### src/verilog/difm_map.vh
// register map, field positions, reset values and timing counts of the input mapper
`ifndef DIFM_MAP_VH
`define DIFM_MAP_VH
`define DIFM_ADDR_W 6
`define DIFM_OFF_SEL_LO 6'h00
`define DIFM_OFF_SEL_HI 6'h04
`define DIFM_OFF_CTRL 6'h08
`define DIFM_OFF_STAT 6'h0C
`define DIFM_OFF_PIN 6'h10
`define DIFM_OFF_GPIN 6'h14
`define DIFM_OFF_CMD 6'h18
`define DIFM_SEL_LO_RST 32'h10001001
`define DIFM_SEL_HI_RST 32'h00111111
`define DIFM_SEL_MAX 4'h5
`define DIFM_CTRL_AUTO 0
`define DIFM_CTRL_AUTOOP 1
`define DIFM_CTRL_CUT_CAUSE 2
`define DIFM_CTRL_ESTOP_CONT 3
`define DIFM_CTRL_PWR_LOCAL 4
`define DIFM_RESP_OKAY 2'b00
`define DIFM_RESP_SLVERR 2'b10
`define DIFM_CLK_KHZ 50000
`define DIFM_SRST_MS 1000
`define DIFM_SRST_CYC (`DIFM_SRST_MS * `DIFM_CLK_KHZ)
`endif

### src/verilog/difm_sync.v
// two-stage synchroniser with rising and falling edge pulses for a bus of inputs
`timescale 1ns/100ps
`default_nettype none
module difm_sync #(
   parameter W = 16
) (
   input wire aclk,
   input wire aresetn,
   input wire [W-1:0] din,
   output wire [W-1:0] lvl,
   output wire [W-1:0] rise,
   output wire [W-1:0] fall
);
   reg [W-1:0] s1_r;
   reg [W-1:0] s2_r;
   reg [W-1:0] s3_r;
   always @(posedge aclk)
   begin
      if (!aresetn)
      begin
         s1_r <= {W{1'b0}};
         s2_r <= {W{1'b0}};
         s3_r <= {W{1'b0}};
      end
      else
      begin
         s1_r <= din;
         s2_r <= s1_r;
         s3_r <= s2_r;
      end
   end
   // edges look only at the second and third stages
   assign lvl = s2_r;
   assign rise = s2_r & ~s3_r;
   assign fall = ~s2_r & s3_r;
endmodule
`default_nettype wire

### src/verilog/difm_top.v
// dedicated input function mapper with AXI4-Lite register access
// Function
// - selection zero is general input; values above five are refused.
// - input 0 at one starts program on rising edge, BCD number.
// - input 0 at two starts program on rising edge, binary number.
// - input 1 at one: software reset after one second high.
// - input 2 servo: rising edge servo on, falling edge servo off.
// - input 3 at one: auto-start after reset in AUTO mode; here after software reset only, as reset clears AUTO.
// - input 3 at two: rise starts auto program, fall aborts all.
// - input 4 at one: low level asserts soft interlock on all axes.
// - interlock holds motion in automatic run, terminates outside AUTO.
// - input 5 at one: rising edge resets operation pause.
// - input 6 dedicated: low pauses in automatic run; reset clears it (here only at selection one).
// - inputs 7..13 form number, 7 LSB; 13 may be error reset.
// - input 14 at one: rising edge resets cutoff once cause gone.
// - input 14 at zero: cutoff releases itself once cause gone.
// - no cutoff reset control for axes with external power units.
// - input 15: one homes all axes, two homes incremental axes.
//
// The register addresses and register access over AXI4-Lite are this design's own decisions.
`timescale 1ns/100ps
`default_nettype none
`include "difm_map.vh"
module difm_top #(
   parameter SRST_CYC = `DIFM_SRST_CYC
) (
   input wire aclk,
   input wire aresetn,
   input wire [15:0] in_pin,
   input wire [`DIFM_ADDR_W-1:0] s_axi_awaddr,
   input wire s_axi_awvalid,
   output reg s_axi_awready,
   input wire [31:0] s_axi_wdata,
   input wire [3:0] s_axi_wstrb,
   input wire s_axi_wvalid,
   output reg s_axi_wready,
   output reg [1:0] s_axi_bresp,
   output reg s_axi_bvalid,
   input wire s_axi_bready,
   input wire [`DIFM_ADDR_W-1:0] s_axi_araddr,
   input wire s_axi_arvalid,
   output reg s_axi_arready,
   output reg [31:0] s_axi_rdata,
   output reg [1:0] s_axi_rresp,
   output reg s_axi_rvalid,
   input wire s_axi_rready,
   output reg prog_start_r,
   output reg [6:0] prog_num_r,
   output reg soft_reset_r,
   output reg servo_on_r,
   output reg servo_off_r,
   output reg auto_start_r,
   output reg abort_all_r,
   output reg interlock_r,
   output reg motion_hold_r,
   output reg motion_stop_r,
   output reg pause_r,
   output reg err_reset_r,
   output reg cutoff_r,
   output reg home_all_r,
   output reg home_inc_r
);
   wire [15:0] lvl;
   wire [15:0] rise;
   wire [15:0] fall;
   reg [63:0] sel_r;
   reg [4:0] ctrl_r;
   reg [15:0] cmd_r;
   reg [31:0] wcnt_r;
   reg boot_r;
   reg [`DIFM_ADDR_W-1:0] awaddr_r;
   reg [31:0] wdata_r;
   reg aw_got_r;
   reg w_got_r;
   reg [15:0] gp_mask;
   reg [6:0] num_nxt;
   reg [31:0] rd_nxt;
   reg rd_ok;
   integer i;

   difm_sync #(.W(16)) u_sync (
      .aclk(aclk),
      .aresetn(aresetn),
      .din(in_pin),
      .lvl(lvl),
      .rise(rise),
      .fall(fall)
   );

   // selection field of input n
   function [3:0] fsel;
      input [63:0] s;
      input [3:0] n;
      begin
         fsel = s[n*4 +: 4];
      end
   endfunction

   // seven-bit code read as two BCD digits, low digit first
   function [6:0] bcd2bin;
      input [6:0] b;
      reg [6:0] tens;
      begin
         tens = {4'h0, b[6:4]};
         bcd2bin = (tens << 3) + (tens << 1) + {3'h0, b[3:0]};
      end
   endfunction

   // a field write above five keeps that field's old value
   function [31:0] sel_wr;
      input [31:0] old;
      input [31:0] nw;
      integer k;
      begin
         sel_wr = old;
         for (k = 0; k < 8; k = k + 1)
            if (nw[k*4 +: 4] <= `DIFM_SEL_MAX)
               sel_wr[k*4 +: 4] = nw[k*4 +: 4];
      end
   endfunction

   wire pe_start = (fsel(sel_r, 4'd0) == 4'h1) || (fsel(sel_r, 4'd0) == 4'h2);
   wire pe_srst = fsel(sel_r, 4'd1) == 4'h1;
   wire pe_servo = fsel(sel_r, 4'd2) == 4'h1;
   wire pe_auto1 = fsel(sel_r, 4'd3) == 4'h1;
   wire pe_auto2 = fsel(sel_r, 4'd3) == 4'h2;
   wire pe_ilk = fsel(sel_r, 4'd4) == 4'h1;
   wire pe_prst = fsel(sel_r, 4'd5) == 4'h1;
   wire pe_pause = fsel(sel_r, 4'd6) == 4'h1;
   wire pe_err = fsel(sel_r, 4'd13) == 4'h2;
   wire pe_cut = fsel(sel_r, 4'd14) == 4'h1;
   wire pe_home1 = fsel(sel_r, 4'd15) == 4'h1;
   wire pe_home2 = fsel(sel_r, 4'd15) == 4'h2;
   wire in_auto = ctrl_r[`DIFM_CTRL_AUTO];
   wire in_autoop = ctrl_r[`DIFM_CTRL_AUTOOP];
   wire cut_cause = ctrl_r[`DIFM_CTRL_CUT_CAUSE];
   wire pwr_local = ctrl_r[`DIFM_CTRL_PWR_LOCAL];
   wire srst_fire = pe_srst && lvl[1] && (wcnt_r == SRST_CYC - 1);

   // program-number field; undocumented values fall back to general input
   always @*
   begin
      gp_mask = 16'h0000;
      for (i = 0; i < 16; i = i + 1)
         gp_mask[i] = 1'b1;
      gp_mask[0] = !pe_start;
      gp_mask[1] = !pe_srst;
      gp_mask[2] = !pe_servo;
      gp_mask[3] = !pe_auto2;
      gp_mask[4] = !pe_ilk;
      gp_mask[5] = !pe_prst;
      gp_mask[6] = !pe_pause;
      for (i = 7; i < 14; i = i + 1)
         gp_mask[i] = fsel(sel_r, i[3:0]) != 4'h1;
      if (pe_err)
         gp_mask[13] = 1'b0;
      gp_mask[14] = !pe_cut;
      gp_mask[15] = !(pe_home1 || pe_home2);
      num_nxt = lvl[13:7] & ~gp_mask[13:7];
      if (fsel(sel_r, 4'd0) == 4'h1)
         num_nxt = bcd2bin(num_nxt);
   end

   // function decode and command pulses
   always @(posedge aclk)
   begin
      if (!aresetn)
      begin
         prog_start_r <= 1'b0;
         prog_num_r <= 7'h00;
         soft_reset_r <= 1'b0;
         servo_on_r <= 1'b0;
         servo_off_r <= 1'b0;
         auto_start_r <= 1'b0;
         abort_all_r <= 1'b0;
         interlock_r <= 1'b0;
         motion_hold_r <= 1'b0;
         motion_stop_r <= 1'b0;
         pause_r <= 1'b0;
         err_reset_r <= 1'b0;
         cutoff_r <= 1'b0;
         home_all_r <= 1'b0;
         home_inc_r <= 1'b0;
         wcnt_r <= 32'h00000000;
         boot_r <= 1'b1;
         cmd_r <= 16'h0000;
      end
      else
      begin
         prog_start_r <= pe_start && rise[0];
         if (pe_start && rise[0])
            prog_num_r <= num_nxt;
         // one second continuous high, fired once per press
         if (pe_srst && lvl[1])
         begin
            if (wcnt_r != SRST_CYC)
               wcnt_r <= wcnt_r + 32'h00000001;
         end
         else
            wcnt_r <= 32'h00000000;
         soft_reset_r <= srst_fire;
         servo_on_r <= pe_servo && rise[2];
         servo_off_r <= pe_servo && fall[2];
         boot_r <= srst_fire;
         auto_start_r <= (pe_auto2 && rise[3]) || (pe_auto1 && in_auto && boot_r);
         abort_all_r <= pe_auto2 && fall[3];
         interlock_r <= pe_ilk && !lvl[4];
         motion_hold_r <= pe_ilk && !lvl[4] && in_autoop;
         motion_stop_r <= pe_ilk && !lvl[4] && !in_auto;
         // pause reset wins over a held pause level
         if (pe_prst && rise[5])
            pause_r <= 1'b0;
         else if (pe_pause && !lvl[6] && in_autoop)
            pause_r <= 1'b1;
         err_reset_r <= pe_err && rise[13];
         // external power units are outside cutoff control
         if (!pwr_local)
            cutoff_r <= 1'b0;
         else if (cut_cause)
            cutoff_r <= 1'b1;
         else if (!pe_cut || rise[14])
            cutoff_r <= 1'b0;
         home_all_r <= pe_home1 && rise[15];
         home_inc_r <= pe_home2 && rise[15];
         // sticky log: bits stay until software writes ones to clear them,
         // and a pulse in the clearing cycle still lands, so no event is lost
         cmd_r <= {home_inc_r, home_all_r, err_reset_r, abort_all_r, auto_start_r,
            servo_off_r, servo_on_r, soft_reset_r, prog_start_r, 7'h00} | cmd_r;
         if (aw_got_r && w_got_r && !s_axi_bvalid && awaddr_r == `DIFM_OFF_CMD)
            cmd_r <= {home_inc_r, home_all_r, err_reset_r, abort_all_r, auto_start_r,
               servo_off_r, servo_on_r, soft_reset_r, prog_start_r, 7'h00}
               | (cmd_r & ~wdata_r[15:0]);
      end
   end

   // AXI4-Lite write: address and data in either order, response after both
   always @(posedge aclk)
   begin
      if (!aresetn)
      begin
         s_axi_awready <= 1'b1;
         s_axi_wready <= 1'b1;
         s_axi_bvalid <= 1'b0;
         s_axi_bresp <= `DIFM_RESP_OKAY;
         aw_got_r <= 1'b0;
         w_got_r <= 1'b0;
         awaddr_r <= {`DIFM_ADDR_W{1'b0}};
         wdata_r <= 32'h00000000;
         sel_r <= {`DIFM_SEL_HI_RST, `DIFM_SEL_LO_RST};
         ctrl_r <= 5'h10;
      end
      else
      begin
         if (s_axi_awvalid && s_axi_awready)
         begin
            awaddr_r <= s_axi_awaddr;
            aw_got_r <= 1'b1;
            s_axi_awready <= 1'b0;
         end
         if (s_axi_wvalid && s_axi_wready)
         begin
            wdata_r <= s_axi_wdata;
            w_got_r <= 1'b1;
            s_axi_wready <= 1'b0;
         end
         if (aw_got_r && w_got_r && !s_axi_bvalid)
         begin
            s_axi_bvalid <= 1'b1;
            s_axi_bresp <= `DIFM_RESP_OKAY;
            // byte strobes ignored: whole-word writes only
            if (awaddr_r == `DIFM_OFF_SEL_LO)
               sel_r[31:0] <= sel_wr(sel_r[31:0], wdata_r);
            else if (awaddr_r == `DIFM_OFF_SEL_HI)
               sel_r[63:32] <= sel_wr(sel_r[63:32], wdata_r);
            else if (awaddr_r == `DIFM_OFF_CTRL)
               ctrl_r <= wdata_r[4:0];
            else if (awaddr_r != `DIFM_OFF_CMD)
               s_axi_bresp <= `DIFM_RESP_SLVERR;
         end
         if (s_axi_bvalid && s_axi_bready)
         begin
            s_axi_bvalid <= 1'b0;
            aw_got_r <= 1'b0;
            w_got_r <= 1'b0;
            s_axi_awready <= 1'b1;
            s_axi_wready <= 1'b1;
         end
      end
   end

   always @*
   begin
      rd_ok = 1'b1;
      rd_nxt = 32'h00000000;
      if (s_axi_araddr == `DIFM_OFF_SEL_LO)
         rd_nxt = sel_r[31:0];
      else if (s_axi_araddr == `DIFM_OFF_SEL_HI)
         rd_nxt = sel_r[63:32];
      else if (s_axi_araddr == `DIFM_OFF_CTRL)
         rd_nxt = {27'h0000000, ctrl_r};
      else if (s_axi_araddr == `DIFM_OFF_STAT)
         rd_nxt = {16'h0000, cutoff_r, pause_r, motion_stop_r, motion_hold_r,
            interlock_r, servo_on_r, 3'h0, prog_num_r};
      else if (s_axi_araddr == `DIFM_OFF_PIN)
         rd_nxt = {16'h0000, lvl};
      else if (s_axi_araddr == `DIFM_OFF_GPIN)
         rd_nxt = {16'h0000, lvl & gp_mask};
      else if (s_axi_araddr == `DIFM_OFF_CMD)
         rd_nxt = {16'h0000, cmd_r};
      else
         rd_ok = 1'b0;
   end

   // AXI4-Lite read: one cycle to rvalid after the address is taken
   always @(posedge aclk)
   begin
      if (!aresetn)
      begin
         s_axi_arready <= 1'b1;
         s_axi_rvalid <= 1'b0;
         s_axi_rdata <= 32'h00000000;
         s_axi_rresp <= `DIFM_RESP_OKAY;
      end
      else if (s_axi_arvalid && s_axi_arready)
      begin
         s_axi_arready <= 1'b0;
         s_axi_rvalid <= 1'b1;
         s_axi_rdata <= rd_nxt;
         s_axi_rresp <= rd_ok ? `DIFM_RESP_OKAY : `DIFM_RESP_SLVERR;
      end
      else if (s_axi_rvalid && s_axi_rready)
      begin
         s_axi_rvalid <= 1'b0;
         s_axi_arready <= 1'b1;
      end
   end
endmodule
`default_nettype wire

### config.mk
export PLATFORM = sky130hd
export DESIGN_NAME = difm_top
export DESIGN_NICKNAME = d
export VERILOG_FILES = /design/src/verilog/difm_sync.v /design/src/verilog/difm_top.v
export VERILOG_INCLUDE_DIRS = /design/src /design/src/verilog
export SDC_FILE = /design/constraint.sdc
export NUM_CORES = 1
export LEC_CHECK = 0
export BUFFER_PORTS_ARGS = -buffer_cell sky130_fd_sc_hd__buf_2
export CAP_MARGIN = 10
export CORE_ASPECT_RATIO = 0.75
export CORE_MARGIN = 2
export CORE_UTILIZATION = 35
export DETAILED_ROUTE_END_ITERATION = 10
export GPL_ROUTABILITY_DRIVEN = 1
export PLACE_DENSITY = 0.52
export RECOVER_POWER = 100
export SLEW_MARGIN = 0
export SYNTH_ARGS = -nofsm -noshare
export SYNTH_HDL_FRONTEND = slang
export SYNTH_SLANG_ARGS = --single-unit
### constraint.sdc
create_clock -name aclk -period 2.6 [get_ports aclk]
set_input_delay 0.39 -clock aclk [delete_from_list [all_inputs] [get_ports aclk]]
set_output_delay 0.39 -clock aclk [all_outputs]
set_load 0.005 [all_outputs]
==> flow_summary.yaml, run 1 <==
run_status:
  status: "finished with violations"
  violations: "max-capacitance violations, max-slew violations"
timing:
  finalCritPeriodShare: 0.937
  setup_viol: 0
  min_period_ns: 2.43
  hold_ws_ns: 0.0489
  setup_tns_ns: 0
  tightest_slew_ns: 1.58
  hold_viol: 0
  rsz0062_at_grt: "no"
  clock_skew_ns: 0.0243
  slew_headroom: -0.0500
  report.final.slew_viol_count: 69
  fmax_ghz: 0.411
  layout_setup_ws_ns: 0.165
global_routing:
  grt_max_degree: 117
  grt_antenna_before_repair: 0
  grt_pass1_vias: 8794
  track_usage: 0.201
  overflow: 0
  grt_first_pass_wirelength_um: 50900
power_and_ir_drop:
  leakagePower_nw: 4.63
  power_density_nw_per_um2: 705
  ir_drop_uv: 432
  p_total_mw: 8.96
critical_path:
  cp-start-kind: "flip-flop"
  crit_type: "flip-flop to flip-flop"
  end_kind: "flip-flop"
  cp.required_ns: 3.02
  worstPathArrival_ns: 2.85
  critPathMaxFanout: 8
clock_tree:
  root_buffer: "clkbuf_16"
  insertion_delay_ns: 0.55
  clockBufferDepth: 3
  cts.sinks: 257
  cts_buffers: 28
  cts_max_level: 1
  cts_tree: "done"
  clkTransAtPathRegs_ns: 0.06
logic_synthesis:
  async_flop_share: 0
  yosys.area.top_type_share: 0.476
  synth-edff-count: 0
  synth.avg_cell_area_um2: 9.07
  syn-cell-area_um2: 10800
  ys_ff_latch: 257
  seq_area_frac_synth: 0.476
  synthesis.instances: 1190
  ys_warn_count: 0
  synthTopCellsByArea: "dfxtp_1 (48%), mux2i_1 (5.7%), nand2_1 (5.0%)"
  ys.flop_type: "dfxtp_1"
  synth_top_area_cell: "dfxtp_1"
  ys_types: 68
route:
  remaining_drc_errors: 0
  via_per_inst: 5.35
  drtPass1Iterations: 8
  drt_wl_total_um: 32600
  post_drt_wl_per_cell_um: 18.9
  drtIter0Drc: 712
  antenna_left: 0
  via_count: 9243
floorplan:
  die_height_um: 156
  die_w_um: 207
  dieArea_um2: 32300
  fp-row-count: 55
  io_pins: 133
  initial_utilization: 0.357
  coreArea_um2: 30300
worst_hold_path:
  holdCritPathClass: "primary input to flip-flop"
layout:
  syn_to_final_growth_pct: 17.8
  diodes: 0
  fillers: 3137
  final_nets: 1387
  drive_gt1_frac: 0.136
  final_cells: 1728
placed_design:
  globalplace.congestion: 0.864
  hpwl_um: 23200
  preCtsSetupSlack_ns: 0.0251
  placed_cells: 1676
  port_buffers: 126
job:
  maxCapViolCount: 2
==> power breakdown <==
group	internal, mW	switching, mW	total [mW]
sequential	4.05	0.0918	4.14
combinational	0.213	0.364	0.577
clock	2.59	1.66	4.24
total	6.85	2.11	8.96
==> cell usage in the layout, fill, tap and decap left out, types with 9 or more instances in the layout <==
cell / count
mux2i_1: 61
nor2_1: 104
nor3_1: 26
and3_1: 15
nor4_1: 22
and2_0: 13
dfxtp_1: 257
a221oi_1: 33
or3_1: 13
nand4_1: 14
nand3_1: 35
o21ai_0: 35
xor2_1: 11
a31oi_1: 19
a21oi_1: 75
nand2_1: 143
buf_2: 78
and4_1: 9
and2_1: 32
inv_1: 34
buf_4: 25
nor4b_1: 10
clkbuf_1: 55
clkbuf_8: 9
or4_1: 9
clkbuf_16: 29
==> registers in the layout, summed over array words and instances (netlist names), 16 cells and up <==
name         cells
wdata_r         32
cmd_r           16
u_sync.lvl      16
s_axi_rdata     32
wcnt_r          32
u_sync.s1_r     16
fsel.s          64
==> Yosys cell counts, drive strengths merged (6+ instances only) <==
cell    count
a211o       6
a211oi      8
a21o        8
a21oi      75
a221oi     33
a31oi      19
and2       46
and3       15
and4        9
buf        21
clkbuf     57
dfxtp     257
ha          8
inv        35
mux2i      61
nand2     143
nand2b      7
nand3      35
nand3b      8
nand4      14
nor2      106
nor3       28
nor4       27
nor4b      14
o21ai      35
o22ai       7
o31ai       9
or3        13
or4         9
xnor2       6
xor2       11
==> layer usage <==
| layer | global-route usage | vias to the layer above | wire (µm) | part of all wire |
|---|---|---|---|---|
| met5 | 0 | - | 0 | 0 |
| met4 | 0.0550 | 0 | 787 | 0.024 |
| met3 | 0.0255 | 53 | 1530 | 0.047 |
| met2 | 0.301 | 235 | 14000 | 0.43 |
| met1 | 0.302 | 4445 | 16300 | 0.50 |
| li1 | - | 4510 | - | - |
==> final timing paths <==
kind | startpoint | endpoint | depth (start not counted) | slack (ns)
setup reg to reg | awaddr_r[3] | fsel.s[62] | 4 | 0.17
hold reg to reg | u_sync.s3_r[13] | err_reset_r | 1 | 0.39
hold / removal | in_pin[2] | u_sync.s1_r[2] | 2 | 0.05
setup / recovery | awaddr_r[3] | fsel.s[62] | 4 | 0.17
==> what timing repair did <==
action / 4_1_cts / 5_1_grt
endpoints found under the setup margin: 1 / 1
cloned: 0 / 0
pin swaps: 0 / 1
hold buffers: 0 / 0
setup buffers: 0 / 0
gates resized for setup: 1 / 6
==> cells by family after synthesis <==
family,synth area share
other,0.000347
flip-flops,0.476
multiplexers,0.0565
AND/OR/NAND/NOR,0.250
buffers and inverters,0.0425
AO/OA/AOI/OAI,0.149
XOR/XNOR,0.0138
adder cells (fa/ha/maj),0.0121
==> per-stage QoR <==
step                      cell area [µm²]   util
final                               12700  0.420
after global routing                12700  0.420
after CTS                           12900  0.427
after global placement              11900  0.393
after detailed placement            11900  0.393
after floorplan                     10800      -
==> critical path: stages (launching register included) <==
cell and delay, ns:
dfxtp_1 0.34, or3b_1 0.69, nor4_1 0.96, mux2i_1 0.27
nor2_1 0.05
==> final cells by class <==
cell class / count / area [µm²] / share of cell area
well taps: 399 / 499 / 0.0393
clock buffers: 40 / 857 / 0.0674
multi-input cells: 821 / 5110 / 0.402
repair buffers: 164 / 830 / 0.0652
clock inverters: 12 / 144 / 0.0113
flip-flops and latches: 257 / 5140 / 0.405
inverters: 35 / 133 / 0.0104
Power figures use the tool's default switching activity.
==> run 2, diff against run 1 <==
CORE_ASPECT_RATIO = unset   (was 0.75)
==> run 2 against run 1 <==
  * The flow now finishes without violations
  * Sequential power is essentially flat
  * Global-route usage shrank 1.2 points
  * Design area shrank 0.65%
  * Non-clock buffer count is the same
  * Largest cell class unchanged
==> flow_summary.yaml, run 2 (same netlist as run 1, synthesis figures left out) <==
route:
  drt_wl_total_um: 31500
  drtIter0Drc: 554
  post_drt_wl_per_cell_um: 18.3
  drtPass1Iterations: 5
  antenna_left: 0
  via_per_inst: 5.31
  remaining_drc_errors: 0
  via_count: 9154
power_and_ir_drop:
  netSwitchingPower_mw: 2.06
  switching_share: 0.238
  p_int_mw: 6.60
  leakagePower_nw: 4.62
  power_density_nw_per_um2: 685
  combPwrFrac: 0.066
  ir_drop_uv: 495
  p_clk_frac: 0.455
  pwr-share-seq: 0.479
floorplan:
  fp-row-count: 64
  dieArea_um2: 32300
  die_w_um: 180
  coreArea_um2: 30500
  die_height_um: 180
  io_pins: 133
  initial_utilization: 0.354
clock_tree:
  clockBufferDepth: 3
  root_buffer: "clkbuf_16"
  cts_max_level: 1
  cts_buffers: 28
  insertion_delay_ns: 0.55
  cts_tree: "done"
  cts.sinks: 257
  clkTransAtPathRegs_ns: 0.06
layout:
  diodes: 0
  largest_reg_flops: 64
  syn_to_final_growth_pct: 17.0
  seqCellArea_um2: 5140
  multi_input_area_um2: 5070
  final_common_cell: "dfxtp_1"
  final_nets: 1387
  final_cells: 1724
  fillers: 3146
  post-route-cell-area_um2: 12600
  post-route-util: 0.414
  drive_gt1_frac: 0.144
  layout_common_cells: "dfxtp_1 (257), nand2_1 (143), nor2_1 (104)"
timing:
  setup_viol: 0
  hold_viol: 0
  fmax_ghz: 0.412
  finalCritPeriodShare: 0.933
  hold_ws_ns: 0.0485
  rsz0062_at_grt: "no"
  slew_headroom: 0.108
  tightest_slew_ns: 1.34
  report.final.slew_viol_count: 0
  clock_skew_ns: 0.00790
  min_period_ns: 2.43
  setup_tns_ns: 0
run_status:
  status: "completed"
critical_path:
  cp-start-kind: "flip-flop"
  end_kind: "flip-flop"
  max_stage_delay_ns: 0.48
  crit_type: "flip-flop to flip-flop"
  crit_path_cell_trace: "nor4b_1 > and2_1 > ha_1 > ha_1 > inv_1 > fa_1 > xor2_1 > nor2_1 > a21oi_1 > a211oi_1"
  rr_worst_depth: 10
  critPathMaxFanout: 3
  critPathSlowestCell: "nor4b_1"
  cp.required_ns: 3.06
  cp_common_cell: "ha_1"
  worstPathArrival_ns: 2.89
global_routing:
  grt_max_degree: 117
  grt_pass1_vias: 8832
  grt_antenna_before_repair: 0
  overflow: 0
  track_usage: 0.189
  grt_first_pass_wirelength_um: 49400
worst_hold_path:
  holdCritPathClass: "primary input to flip-flop"
  min_path_cells: 2
placed_design:
  placed_cells: 1673
  port_buffers: 126
  globalplace.congestion: 0.869
  place_area_um2: 11900
  hpwl_um: 22400
job:
  maxCapViolCount: 0
## run 2: cell types whose count changed in the layout (fill, tap and decap cells not counted), sizes merged
cell	change
clkbuf	-15
inv	-1
buf	+19
clkinv	-2
clkinvlp	-1
bufinv	-1
## run 2: critical path, delay by kind of cell (launching register included)
| kind | cells | cell delay, ns |
|---|---|---|
| AO/OA/AOI/OAI | 2 | 0.28 |
| adder cells (fa/ha/maj) | 3 | 0.72 |
| flip-flops | 1 | 0.33 |
| buffers and inverters | 1 | 0.06 |
| XOR/XNOR | 1 | 0.16 |
| AND/OR/NAND/NOR | 3 | 0.81 |
## run 2: cell type report
class / instances / share of cell area
Tap cell: 396 / 0.0392
Timing Repair Buffer: 164 / 0.0699
Clock inverter: 7 / 0.00782
Clock buffer: 44 / 0.0642
Inverter: 35 / 0.0105
Multi-Input combinational cell: 821 / 0.401
Sequential cell: 257 / 0.407
## run 2: stage by stage
step,power [mW],setup WS (ns)
floorplan,4.58,0.359
global placement,4.84,0.112
detailed placement,4.84,0.103
CTS,8.80,0.0935
global route,8.98,0.0114
finish,8.66,0.173
## run 2: power groups by stage
stage | Sequential, mW | Combinational, mW | Clock [mW]
finish | 4.14 | 0.571 | 3.94
global placement | 4.23 | 0.610 | 0
global route | 4.16 | 0.635 | 4.19
CTS | 4.14 | 0.615 | 4.04
detailed placement | 4.23 | 0.613 | 0
floorplan | 4.19 | 0.387 | 0
## run 2: repair_timing
| action | in CTS | in global routing |
|---|---|---|
| endpoints found under the hold margin | 0 | 0 |
| resized for setup | 0 | 2 |
| endpoints found under the setup margin | 0 | 1 |
| hold buffers | 0 | 0 |
| setup buffers | 0 | 0 |
## run 2: path summary, 6_finish.rpt
kind / startpoint / end / slack, ns
max reg2reg: fsel.s[33] / prog_num_r[4] / 0.17
min reg2reg: u_sync.s3_r[13] / err_reset_r / 0.40
min: in_pin[7] / u_sync.s1_r[7] / 0.05
max: fsel.s[33] / prog_num_r[4] / 0.17
## run 2: metal layers
layer,vias up,routed length (µm),GRT usage
met3,42,1610,0.0320
met5,-,0,0
met2,211,14800,0.314
met1,4390,14400,0.253
li1,4511,-,-
met4,0,718,0.0530
==> run 3, diff against run 2 <==
CELL_PAD_IN_SITES_DETAIL_PLACEMENT = 0   (was unset)
CELL_PAD_IN_SITES_GLOBAL_PLACEMENT = 1   (was unset)
CORE_ASPECT_RATIO = 0.9   (was unset)
PLACE_DENSITY = 0.64   (was 0.52)
==> run 3 against run 2 <==
  * Power up 3.3%
  * Sequential cell count unchanged
  * Design area up 0.84%
  * Setup slack better by 0.0018 ns
  * Sequential power about the same
  * Via count about the same
  * Critical path depth up 1
  * Count of clock-buffer cells in the layout down 6
  * The run now ends with max-capacitance violations, max-slew violations left
  * First-iteration DRC count up 17%
  * Register-to-register slack about the same
  * Global-route usage up 0.73 points
  * Sequential share of layout area down 0.34 points
  * Highest routed layer unchanged
==> flow_summary.yaml, run 3 (same netlist as run 1, synthesis figures left out) <==
route:
  drt_wl_total_um: 32500
  remaining_drc_errors: 0
  drtPass1Iterations: 7
  antenna_left: 0
  drtIter0Drc: 647
  via_per_inst: 5.26
  via_count: 9148
  post_drt_wl_per_cell_um: 18.7
clock_tree:
  insertion_delay_ns: 0.55
  cts_setup_buffers: 0
  clkTransAtPathRegs_ns: 0.07
  cts_buffers: 29
  root_buffer: "clkbuf_16"
  cts_tree: "done"
  clockBufferDepth: 3
  cts.sinks: 257
  cts_max_level: 1
global_routing:
  grt_pass1_vias: 8235
  overflow: 0
  track_usage: 0.196
  grt_antenna_before_repair: 0
  grt_max_degree: 117
  grt_first_pass_wirelength_um: 49600
critical_path:
  cp-start-kind: "flip-flop"
  worstPathArrival_ns: 2.89
  crit_type: "flip-flop to flip-flop"
  r2r_slack_ns: 0.17
  critPathMaxFanout: 4
  cp.required_ns: 3.07
  end_kind: "flip-flop"
run_status:
  violations: "max-capacitance violations, max-slew violations"
  status: "finished with violations"
floorplan:
  fp-row-count: 60
  coreArea_um2: 30100
  io_pins: 133
  die_w_um: 189
  dieArea_um2: 32300
  die_height_um: 171
  initial_utilization: 0.359
placed_design:
  placed_cells: 1686
  hpwl_um: 23200
  globalplace.congestion: 0.898
  port_buffers: 126
job:
  maxCapViolCount: 1
timing:
  fmax_ghz: 0.412
  report.final.slew_viol_count: 40
  clock_skew_ns: 0.0177
  setup_viol: 0
  setup_tns_ns: 0
  slew_headroom: -0.260
  rsz0062_at_grt: "no"
  tightest_slew_ns: 1.89
  min_period_ns: 2.43
  hold_viol: 0
  finalCritPeriodShare: 0.933
power_and_ir_drop:
  leakagePower_nw: 4.66
  power_density_nw_per_um2: 702
  ir_drop_uv: 472
layout:
  final_cells: 1739
  syn_to_final_growth_pct: 18.0
  drive_gt1_frac: 0.146
  final_common_cell: "dfxtp_1"
  largest_reg_flops: 64
  final_nets: 1394
  diodes: 0
  layout_common_cells: "dfxtp_1 (257), nand2_1 (143), nor2_1 (104)"
worst_hold_path:
  holdCritPathClass: "primary input to flip-flop"
[run 3: cell types whose count changed in the layout (fill, tap and decap cells not counted), sizes merged]
cell	previous run	this run
clkinvlp	1	4
bufinv	2	4
buf	125	120
clkbuf	83	88
clkinv	5	8
[run 3: per-stage QoR]
| step | power, mW | utilization | hold slack (ns) | cell area, µm² | worst slack [ns] |
|---|---|---|---|---|---|
| 5_1_grt | 9.26 | 0.423 | 0.0451 | 12700 | 0.00497 |
| 3_3_place_gp | 4.84 | 0.398 | 0.387 | 12000 | 0.124 |
| 3_5_place_dp | 4.85 | 0.398 | 0.384 | 12000 | 0.126 |
| 6_report | 8.94 | 0.423 | 0.0480 | 12700 | 0.175 |
| 4_1_cts | 9.07 | 0.431 | 0.0338 | 13000 | 0.111 |
| 2_1_floorplan | 4.58 | - | 0.375 | 10800 | 0.359 |
[run 3: area by class of cell]
type	instances	area [µm²]
multi-input cells	821	5080
fillers	3068	17400
repair buffers	170	896
clock buffers	38	800
flip-flops and latches	257	5140
clock inverters	15	183
inverters	35	133
well taps	403	504
[run 3: power by group]
| part | total (mW) | switching, mW | internal (mW) |
|---|---|---|---|
| sequential | 4.15 | 0.101 | 4.05 |
| clock | 4.22 | 1.67 | 2.55 |
| combinational | 0.570 | 0.351 | 0.219 |
| total | 8.94 | 2.12 | 6.82 |
[run 3: path summary, 6_finish.rpt]
check | from | cells past startpoint | endpoint
max | fsel.s[46] | 11 | prog_num_r[4]
min reg2reg | u_sync.s3_r[13] | 1 | err_reset_r
max reg2reg | fsel.s[46] | 11 | prog_num_r[4]
min | in_pin[11] | 2 | u_sync.s1_r[11]
[run 3: timing repair]
item | CTS | global route
endpoints found under the hold margin | 0 | 0
hold buffers | 0 | 0
resized for setup | 0 | 4
endpoints found under the setup margin | 0 | 3
[run 3: worst max-delay path: stages (launching register included)]
cell and delay, ns:
dfxtp_1 0.33, nor4b_2 0.28, buf_4 0.15, and2_1 0.24
ha_1 0.19, ha_1 0.16, inv_1 0.06, fa_1 0.40
xor2_1 0.17, nor2_1 0.09, a21oi_1 0.05, a211oi_1 0.22
[run 3: metal layers]
| layer | GRT usage | part of all wire | vias to the layer above |
|---|---|---|---|
| met3 | 0.0293 | 0.056 | 32 |
| met5 | 0 | 0 | - |
| met1 | 0.315 | 0.53 | 4340 |
| li1 | - | - | 4522 |
| met2 | 0.272 | 0.40 | 254 |
| met4 | 0.0394 | 0.017 | 0 |
